### src/rtl/cap_wake_pkg.sv
package cap_wake_pkg;

  // ==========================================================
  // Register indices (printed offsets are not multiples of four)
  localparam logic [3:0]  IDX_CH1_WAKE_CONTROL   = 4'h4;
  localparam logic [3:0]  IDX_CH2_WAKE_CONTROL   = 4'h5;
  localparam logic [3:0]  IDX_EXC_LOW_LIMIT      = 4'h6;
  localparam logic [3:0]  IDX_EXC_SPREAD_BW      = 4'h7;
  localparam logic [3:0]  IDX_CH1_RESULT_LOW     = 4'h8;
  localparam logic [3:0]  IDX_STANDBY_CONTROL    = 4'h3;
  localparam logic [3:0]  IDX_IRQ_STATUS         = 4'h9;
  localparam logic [3:0]  IDX_IRQ_ENABLE         = 4'hA;
  localparam logic [3:0]  IDX_IRQ_CLEAR          = 4'hB;

  // ==========================================================
  // Field positions and masks
  localparam int          BIT_ABS_EN             = 0;
  localparam int          BIT_SLOPE_EN           = 1;
  localparam int          BIT_COMBINE            = 2;
  localparam int          BIT_OVERRANGE          = 0;
  localparam int          BIT_STANDBY            = 0;
  localparam int          BIT_IRQ_WAKE1          = 0;
  localparam int          BIT_IRQ_WAKE2          = 1;
  localparam int          BIT_IRQ_CONV1          = 2;
  localparam logic [7:0]  MASK_WAKE_CONTROL      = 8'h07;
  localparam logic [7:0]  MASK_EXC_LOW_LIMIT     = 8'h3F;
  localparam logic [7:0]  MASK_EXC_SPREAD_BW     = 8'h1F;
  localparam logic [7:0]  MASK_CH1_RESULT_LOW    = 8'hF1;
  localparam logic [7:0]  MASK_IRQ               = 8'h07;

  // ==========================================================
  // Reset values
  localparam logic [7:0]  RST_CH1_WAKE_CONTROL   = 8'h00;
  localparam logic [7:0]  RST_CH2_WAKE_CONTROL   = 8'h04;
  localparam logic [7:0]  RST_EXC_LOW_LIMIT      = 8'h1E;
  localparam logic [7:0]  RST_EXC_SPREAD_BW      = 8'h00;
  localparam logic [7:0]  RST_CH1_RESULT_LOW     = 8'h00;

  // ==========================================================
  // Frequency steps in kHz
  localparam int          LOW_LIMIT_STEP_KHZ     = 10;
  localparam int          SPREAD_STEP_KHZ        = 20;

endpackage : cap_wake_pkg

### src/rtl/cap_wake_regs.sv
// Implementation choice: the APB slave port.
`timescale 1ns/1ps
`default_nettype none

// Behaviour
// - Ch1 slope enable gates ch1 slope detection
// - Ch1 combine: AND both, else OR
// - Ch2 absolute enable gates ch2 absolute detection
// - Ch2 slope enable gates ch2 slope detection
// - Ch2 combine: AND both, else OR
// - Ch2 wake control resets to 04h
// - Six-bit low limit, 10 kHz steps
// - Low limit register resets to 1Eh
// - Five-bit spread bandwidth, 20 kHz steps
// - Ch1 low result is read-only
// - Overrange flag follows each ch1 conversion
// - Ch1 absolute enable gates ch1 absolute detection
// - Wake event clears standby enable
module cap_wake_regs (
  input  wire logic        i_sys_clk,
  input  wire logic        i_rst_b,
  input  wire logic        i_psel,
  input  wire logic        i_penable,
  input  wire logic        i_pwrite,
  input  wire logic [31:0] i_paddr,
  input  wire logic [31:0] i_pwdata,
  input  wire logic [3:0]  i_pstrb,
  output logic      [31:0] o_prdata,
  output logic             o_pready,
  output logic             o_pslverr,
  input  wire logic        i_ch1_abs_exceeded,
  input  wire logic        i_ch1_slope_exceeded,
  input  wire logic        i_ch2_abs_exceeded,
  input  wire logic        i_ch2_slope_exceeded,
  input  wire logic        i_ch1_conv_done,
  input  wire logic        i_ch1_conv_overrange,
  input  wire logic [3:0]  i_ch1_result_low_bits,
  output logic             o_ch1_absolute_detect_en,
  output logic             o_ch1_slope_detect_en,
  output logic             o_ch2_absolute_detect_en,
  output logic             o_ch2_slope_detect_en,
  output logic             o_standby_enable,
  output logic      [5:0]  o_excitation_low_limit,
  output logic      [4:0]  o_excitation_spread_bandwidth,
  output logic      [15:0] o_low_limit_khz,
  output logic      [15:0] o_spread_khz,
  output logic             o_wake_event,
  output logic             o_irq
);

  // ==========================================================
  // Bus decode
  logic       acc;
  logic       wr;
  logic       addr_ok;
  logic [3:0] idx;
  logic [7:0] wbyte;

  assign idx     = i_paddr[5:2];
  assign addr_ok = (i_paddr[31:6] == 26'h0) && (i_paddr[1:0] == 2'h0) &&
                   (idx == cap_wake_pkg::IDX_CH1_WAKE_CONTROL ||
                    idx == cap_wake_pkg::IDX_CH2_WAKE_CONTROL ||
                    idx == cap_wake_pkg::IDX_EXC_LOW_LIMIT ||
                    idx == cap_wake_pkg::IDX_EXC_SPREAD_BW ||
                    idx == cap_wake_pkg::IDX_CH1_RESULT_LOW ||
                    idx == cap_wake_pkg::IDX_STANDBY_CONTROL ||
                    idx == cap_wake_pkg::IDX_IRQ_STATUS ||
                    idx == cap_wake_pkg::IDX_IRQ_ENABLE ||
                    idx == cap_wake_pkg::IDX_IRQ_CLEAR);
  assign acc     = i_psel && i_penable;
  assign wr      = acc && i_pwrite && addr_ok && i_pstrb[0];
  assign wbyte   = i_pwdata[7:0];
  assign o_pready  = 1'b1;
  assign o_pslverr = acc && !addr_ok;

  // ==========================================================
  // Register state
  logic [7:0]  ch1_wake_control_q;
  logic [7:0]  ch1_wake_control_d;
  logic [7:0]  ch2_wake_control_q;
  logic [7:0]  ch2_wake_control_d;
  logic [7:0]  low_limit_q;
  logic [7:0]  low_limit_d;
  logic [7:0]  spread_bw_q;
  logic [7:0]  spread_bw_d;
  logic [7:0]  result_low_q;
  logic [7:0]  result_low_d;
  logic        standby_q;
  logic        standby_d;
  logic [7:0]  irq_status_q;
  logic [7:0]  irq_status_d;
  logic [7:0]  irq_enable_q;
  logic [7:0]  irq_enable_d;
  logic [31:0] rdata_q;
  logic [31:0] rdata_d;

  // ==========================================================
  // Detection and event signals
  logic        abs1;
  logic        slope1;
  logic        abs2;
  logic        slope2;
  logic        wake1;
  logic        wake2;
  logic        wake;
  logic [7:0]  ev;
  logic [7:0]  clr;

  // ==========================================================
  // Per-register write strobes
  logic        wr_ch1_wake;
  logic        wr_ch2_wake;
  logic        wr_low_limit;
  logic        wr_spread_bw;
  logic        wr_standby;
  logic        wr_irq_enable;
  logic        wr_irq_clear;

  assign wr_ch1_wake   = wr && (idx == cap_wake_pkg::IDX_CH1_WAKE_CONTROL);
  assign wr_ch2_wake   = wr && (idx == cap_wake_pkg::IDX_CH2_WAKE_CONTROL);
  assign wr_low_limit  = wr && (idx == cap_wake_pkg::IDX_EXC_LOW_LIMIT);
  assign wr_spread_bw  = wr && (idx == cap_wake_pkg::IDX_EXC_SPREAD_BW);
  assign wr_standby    = wr && (idx == cap_wake_pkg::IDX_STANDBY_CONTROL);
  assign wr_irq_enable = wr && (idx == cap_wake_pkg::IDX_IRQ_ENABLE);
  assign wr_irq_clear  = wr && (idx == cap_wake_pkg::IDX_IRQ_CLEAR);

  // ==========================================================
  // Detection gating per channel
  assign abs1   = ch1_wake_control_q[cap_wake_pkg::BIT_ABS_EN] &&
                  i_ch1_abs_exceeded;
  assign slope1 = ch1_wake_control_q[cap_wake_pkg::BIT_SLOPE_EN] &&
                  i_ch1_slope_exceeded;
  assign abs2   = ch2_wake_control_q[cap_wake_pkg::BIT_ABS_EN] &&
                  i_ch2_abs_exceeded;
  assign slope2 = ch2_wake_control_q[cap_wake_pkg::BIT_SLOPE_EN] &&
                  i_ch2_slope_exceeded;

  // AND/OR combine; AND with a cleared enable never fires
  always_comb begin
    if (ch1_wake_control_q[cap_wake_pkg::BIT_COMBINE]) begin
      wake1 = abs1 && slope1;
    end else begin
      wake1 = abs1 || slope1;
    end
    if (ch2_wake_control_q[cap_wake_pkg::BIT_COMBINE]) begin
      wake2 = abs2 && slope2;
    end else begin
      wake2 = abs2 || slope2;
    end
    wake = standby_q && (wake1 || wake2);
  end

  // Wake events only count while standby is armed; the conversion event always counts
  always_comb begin
    ev = 8'h00;
    ev[cap_wake_pkg::BIT_IRQ_WAKE1] = standby_q && wake1;
    ev[cap_wake_pkg::BIT_IRQ_WAKE2] = standby_q && wake2;
    ev[cap_wake_pkg::BIT_IRQ_CONV1] = i_ch1_conv_done;
    if (wr_irq_clear) begin
      clr = wbyte;
    end else begin
      clr = 8'h00;
    end
  end

  // ==========================================================
  // Wake control registers
  always_comb begin
    ch1_wake_control_d = ch1_wake_control_q;
    ch2_wake_control_d = ch2_wake_control_q;
    if (wr_ch1_wake) begin
      ch1_wake_control_d = wbyte & cap_wake_pkg::MASK_WAKE_CONTROL;
    end
    if (wr_ch2_wake) begin
      ch2_wake_control_d = wbyte & cap_wake_pkg::MASK_WAKE_CONTROL;
    end
  end

  always_ff @(posedge i_sys_clk) begin
    if (!i_rst_b) begin
      ch1_wake_control_q <= cap_wake_pkg::RST_CH1_WAKE_CONTROL;
      ch2_wake_control_q <= cap_wake_pkg::RST_CH2_WAKE_CONTROL;
    end else begin
      ch1_wake_control_q <= ch1_wake_control_d;
      ch2_wake_control_q <= ch2_wake_control_d;
    end
  end

  // ==========================================================
  // Excitation frequency registers
  always_comb begin
    low_limit_d = low_limit_q;
    spread_bw_d = spread_bw_q;
    if (wr_low_limit) begin
      low_limit_d = wbyte & cap_wake_pkg::MASK_EXC_LOW_LIMIT;
    end
    if (wr_spread_bw) begin
      spread_bw_d = wbyte & cap_wake_pkg::MASK_EXC_SPREAD_BW;
    end
  end

  always_ff @(posedge i_sys_clk) begin
    if (!i_rst_b) begin
      low_limit_q <= cap_wake_pkg::RST_EXC_LOW_LIMIT;
      spread_bw_q <= cap_wake_pkg::RST_EXC_SPREAD_BW;
    end else begin
      low_limit_q <= low_limit_d;
      spread_bw_q <= spread_bw_d;
    end
  end

  // ==========================================================
  // Channel 1 low result, loaded by hardware only
  always_comb begin
    result_low_d = result_low_q;
    if (i_ch1_conv_done) begin
      result_low_d = {i_ch1_result_low_bits, 3'b000, i_ch1_conv_overrange};
    end
  end

  always_ff @(posedge i_sys_clk) begin
    if (!i_rst_b) begin
      result_low_q <= cap_wake_pkg::RST_CH1_RESULT_LOW;
    end else begin
      result_low_q <= result_low_d;
    end
  end

  // ==========================================================
  // Standby enable; a wake event beats a software write
  always_comb begin
    standby_d = standby_q;
    if (wr_standby) begin
      standby_d = wbyte[cap_wake_pkg::BIT_STANDBY];
    end
    if (wake) begin
      standby_d = 1'b0;
    end
  end

  always_ff @(posedge i_sys_clk) begin
    if (!i_rst_b) begin
      standby_q <= 1'b0;
    end else begin
      standby_q <= standby_d;
    end
  end

  // ==========================================================
  // Interrupt status and enable
  always_comb begin
    irq_enable_d = irq_enable_q;
    // Set wins over clear
    irq_status_d = ((irq_status_q & ~clr) | ev) & cap_wake_pkg::MASK_IRQ;
    if (wr_irq_enable) begin
      irq_enable_d = wbyte & cap_wake_pkg::MASK_IRQ;
    end
  end

  always_ff @(posedge i_sys_clk) begin
    if (!i_rst_b) begin
      irq_status_q <= 8'h00;
      irq_enable_q <= 8'h00;
    end else begin
      irq_status_q <= irq_status_d;
      irq_enable_q <= irq_enable_d;
    end
  end

  // ==========================================================
  // Read data registered at setup, presented in access phase
  always_comb begin
    rdata_d = rdata_q;
    if (i_psel && !i_penable) begin
      rdata_d = 32'h0000_0000;
      unique case (idx)
        cap_wake_pkg::IDX_CH1_WAKE_CONTROL: rdata_d[7:0] = ch1_wake_control_q;
        cap_wake_pkg::IDX_CH2_WAKE_CONTROL: rdata_d[7:0] = ch2_wake_control_q;
        cap_wake_pkg::IDX_EXC_LOW_LIMIT:    rdata_d[7:0] = low_limit_q;
        cap_wake_pkg::IDX_EXC_SPREAD_BW:    rdata_d[7:0] = spread_bw_q;
        cap_wake_pkg::IDX_CH1_RESULT_LOW:
          rdata_d[7:0] = result_low_q & cap_wake_pkg::MASK_CH1_RESULT_LOW;
        cap_wake_pkg::IDX_STANDBY_CONTROL:  rdata_d[0]   = standby_q;
        cap_wake_pkg::IDX_IRQ_STATUS:       rdata_d[7:0] = irq_status_q;
        cap_wake_pkg::IDX_IRQ_ENABLE:       rdata_d[7:0] = irq_enable_q;
        default: ;
      endcase
      if (!addr_ok) begin
        rdata_d = 32'h0000_0000;
      end
    end
  end

  always_ff @(posedge i_sys_clk) begin
    if (!i_rst_b) begin
      rdata_q <= 32'h0000_0000;
    end else begin
      rdata_q <= rdata_d;
    end
  end

  // ==========================================================
  // Outputs
  assign o_prdata                      = rdata_q;
  assign o_ch1_absolute_detect_en      = ch1_wake_control_q[cap_wake_pkg::BIT_ABS_EN];
  assign o_ch1_slope_detect_en         = ch1_wake_control_q[cap_wake_pkg::BIT_SLOPE_EN];
  assign o_ch2_absolute_detect_en      = ch2_wake_control_q[cap_wake_pkg::BIT_ABS_EN];
  assign o_ch2_slope_detect_en         = ch2_wake_control_q[cap_wake_pkg::BIT_SLOPE_EN];
  assign o_standby_enable              = standby_q;
  assign o_excitation_low_limit        = low_limit_q[5:0];
  assign o_excitation_spread_bandwidth = spread_bw_q[4:0];
  assign o_low_limit_khz = 16'(low_limit_q[5:0]) *
                           16'(cap_wake_pkg::LOW_LIMIT_STEP_KHZ);
  assign o_spread_khz    = 16'(spread_bw_q[4:0]) *
                           16'(cap_wake_pkg::SPREAD_STEP_KHZ);
  assign o_wake_event    = wake;
  assign o_irq           = |(irq_status_q & irq_enable_q);

endmodule : cap_wake_regs

`default_nettype wire

### config.mk
export PLATFORM = sky130hd
export DESIGN_NAME = cap_wake_regs
export DESIGN_NICKNAME = d
export VERILOG_FILES = /design/src/rtl/cap_wake_pkg.sv /design/src/rtl/cap_wake_regs.sv
export SDC_FILE = /design/constraint.sdc
export NUM_CORES = 1
export LEC_CHECK = 0
export ABC_AREA = 1
export ABC_CLOCK_PERIOD_IN_PS = 3450
export BUFFER_PORTS_ARGS = -buffer_cell sky130_fd_sc_hd__clkbuf_2
export CORE_UTILIZATION = 40
export CTS_BUF_LIST = sky130_fd_sc_hd__clkbuf_2 sky130_fd_sc_hd__clkbuf_4 sky130_fd_sc_hd__clkbuf_8
export DETAILED_ROUTE_END_ITERATION = 8
export GPL_TIMING_DRIVEN = 0
export MAX_ROUTING_LAYER = met4
export PLACE_DENSITY_LB_ADDON = 0.2
export REMOVE_ABC_BUFFERS = 1
export SLEW_MARGIN = 25
export SYNTH_ARGS = -nofsm -noshare
export SYNTH_HDL_FRONTEND = slang
export SYNTH_SLANG_ARGS = --single-unit
### constraint.sdc
create_clock -name i_sys_clk -period 3.45 [get_ports i_sys_clk]
set_clock_uncertainty 0.05 [all_clocks]
set_input_delay 0.5175 -clock i_sys_clk [delete_from_list [all_inputs] [get_ports i_sys_clk]]
set_output_delay 0.5175 -clock i_sys_clk [all_outputs]
set_load 0.02 [all_outputs]
==> metrics.md <==
| Metric | Value |
|---|---|
| Status | completed |
| Crit. End Element | primary output |
| Final hold vios | 0 |
| FMAX | 349 MHz |
| Vert. Die Dim | between 80 and 90 um |
| Pwr Density | 301 mW/mm^2 |
| Die ar. | around 0.0068 mm^2 |
| FILL cells | 671 |
| Slew of the pin with the lowest slew margin | 0.568 ns |
| Antenna Nets Post-Route | 0 |
| Initial DRC Count | 85 |
| Synthesized area | 0.00260 mm^2 |
| Cells after synthesis | ~380 |
| Number of synthesized flops with an enable pin | 0 |
| Root Buffer | clkbuf_8 |
| DRT Pass-1 Iters | 4 |
| CTS Hold Bufs | 0 |
| Clk_lat worst skew | 0.30 ns |
| Worst Hold Slack | 0.392 ns |
| Place WS | 0.911 ns |
| Global placer's final weighted congestion | 0.856 |
| Slew headroom | 62.1% |
| Area added between synthesis and finish | 18.0% |
| Vias/cell | approximately 4.4 |
| Via count | 2454 |
| Die width | just over 80 um |
| Core Region | around 0.0063 mm^2 |
| Crit path cell chain | ha_1 > ha_1 > fa_1 > a21oi_1 > nor2_1 > nor2_1 > xor2_1 > clkbuf_2 |
| Most used DFF post-synth | dfxtp_1 |
| Starting Density | 41.2% |
| Worst setup margin | 0.582 ns |
| Sequential fraction of the synthesis area | between 20% and 30% |
| Wire per inst | 11.0 um |
| Vias in the first global route | 1933 |
| Final setup fails | 0 |
| Remaining DRCs | 0 |
| Post_cts resized | 0 |
| Worst Path Max Fanout | 5 |
| Largest net degree at the start of global routing | 28 |
| Post-Route WL | ~6.1 mm |
| TritonCTS clock tree | done |
| Inserted Diodes | 0 |
| Setup bufs post-CTS | 0 |
| I/O Buffers | 97 |
| Grt ovf | 0 |
| Syn. warnings | 0 |
| Delay-heaviest family, CP | adder cells |
| Max Cap Viol | 0 |
| Flops & latches, synth | 37 |
| Worst-path clk slew | 0.07 ns |
| Final period util | 83.1% |
| Leakage power total | 1.73 nW |
| Hold/Removal Path Class | input port to flop |
| Max IR drop VDD | around 0.18 mV |
| Buf/Inv on CP | 1 |
| Syn Area/Cell | 6.77 um^2 |
| Clock Path Buffers | 2 |
| Worst EP required | 2.88 ns |
| Arr. time, crit path | 2.30 ns |
| Critical path class | flop to primary output |
| Setup tns final | 0 ns |
| First-pass GRT wire length | 9.05 mm |
| Antenna violations before repair | 0 |
| Nets@finish | 576 |
| Tot GR Track Use | around 18% |
| Max stage delay on crit path | ~0.43 ns |
| CTS Buf Count | 5 |
| RSZ-0062 raised after global routing | no |
| Minimum clock period | 2.87 ns |
| Pwr Total | 0.000924 W |
| Pins Over Slew Limit | 0 |
| H-tree depth | 2 |
| I/O pin count | 167 |
| Netlist cell types | 33 |
| Share of synthesized flip-flops with an asynchronous set or reset | 0% |
| Hpwl dp | 4.88 mm |
| Site Rows | 29 |
| Slowest cell on crit path | dfxtp_1 |
| Share of cells above drive strength 1 | 25.2% |
| Startpoint types | flop |
| Clock Sinks | 37 |
-- stage by stage --
stage	utilization, %	instance area [um^2]	instances
after floorplan	-	2380	373
after global routing	48.6	3070	554
after global placement	47.0	2970	547
after CTS	48.6	3070	554
final	48.6	3070	554
after detailed placement	47.0	2970	547
-- final timing paths --
kind                              to                   from  depth (start not counted)  slack (ns)
setup / recovery  o_low_limit_khz[8]         low_limit_q[3]                          8        0.58
hold / removal        low_limit_q[3]            i_pwdata[3]                          3        0.39
setup reg to reg    o_standby_enable  ch1_wake_control_q[1]                          7        2.31
hold reg to reg      result_low_q[4]        result_low_q[4]                          2        0.41
-- cells by family (layout without fill, tap and decap cells) --
group           Yosys count  in the layout  share of synthesized area (%)
compound gates           50             50                           11.3
xor+xnor                  5              5                           1.68
fa+ha+maj                16             16                           8.28
buf+inv                  94            149                           20.5
flops                    37             37                           28.5
other cells               2             40                          0.289
simple gates            180            180                           29.5
-- routing by layer --
layer / up-vias / track usage [%] / share of wire (%)
met1: 1042 / 22.9 / 46
met4: 0 / 5.17 / 1.1
met2: 96 / 29.9 / 46
met3: 8 / 3.74 / 7.1
li1: 1308 / - / -
met5: - / - / 0
-- flip-flops by register name, indices dropped and copies added (netlist names), 3 cells and up --
signal,cells
o_prdata,8
low_limit_q,6
result_low_q,5
spread_bw_q,5
ch1_wake_control_q,3
ch2_wake_control_q,3
irq_enable_q,3
irq_status_q,3
-- cells in the mapped netlist, types with 3 or more instances --
cell	number	area share, %
a21oi_1	23	4.4
nand2_1	90	13
nor2_1	69	10
xor2_1	5	1.7
ha_1	14	6.7
o21bai_1	3	0.87
nand4_1	3	0.72
o21ai_0	11	2.1
o22ai_1	6	1.4
inv_1	42	6.1
dfxtp_1	37	28
buf_4	44	13
nand3_1	5	0.96
-- power by group --
part           switching (W)  total (W)  internal (W)
Combinational      0.0000876   0.000122     0.0000346
Sequential        0.00000219   0.000435      0.000432
Clock               0.000157   0.000367      0.000210
Total               0.000247   0.000924      0.000677
-- layout make-up --
class | instances | area (um^2) | area share [%]
Clock buffer | 5 | 68.8 | 2.24
Timing Repair Buffer | 97 | 485 | 15.8
Sequential cell | 37 | 741 | 24.1
Multi-Input combinational cell | 291 | 1470 | 47.9
Clock inverter | 2 | 35.0 | 1.14
Inverter | 45 | 174 | 5.67
Tap cell | 77 | 96.3 | 3.14
-- worst min-delay path: stages --
cell and delay [ns]:
clkbuf_2 0.09, nand2_1 0.05, nand3_1 0.05
-- cells in the final DEF (no fill, tap or decap), drive strengths merged, types with 2 or more instances in the layout --
cell type,Yosys,layout
dfxtp,37,37
xor2,5,5
conb,2,40
o221ai,2,2
clkinv,1,2
o22ai,6,6
ha,14,14
nand2,92,92
a21oi,23,23
clkbuf,2,102
nand4,3,3
fa,2,2
nand3,9,9
nor2,72,72
o21bai,3,3
inv,44,44
o21ai,11,11
o211ai,4,4
No activity file was read; power rests on OpenSTA's default activity.
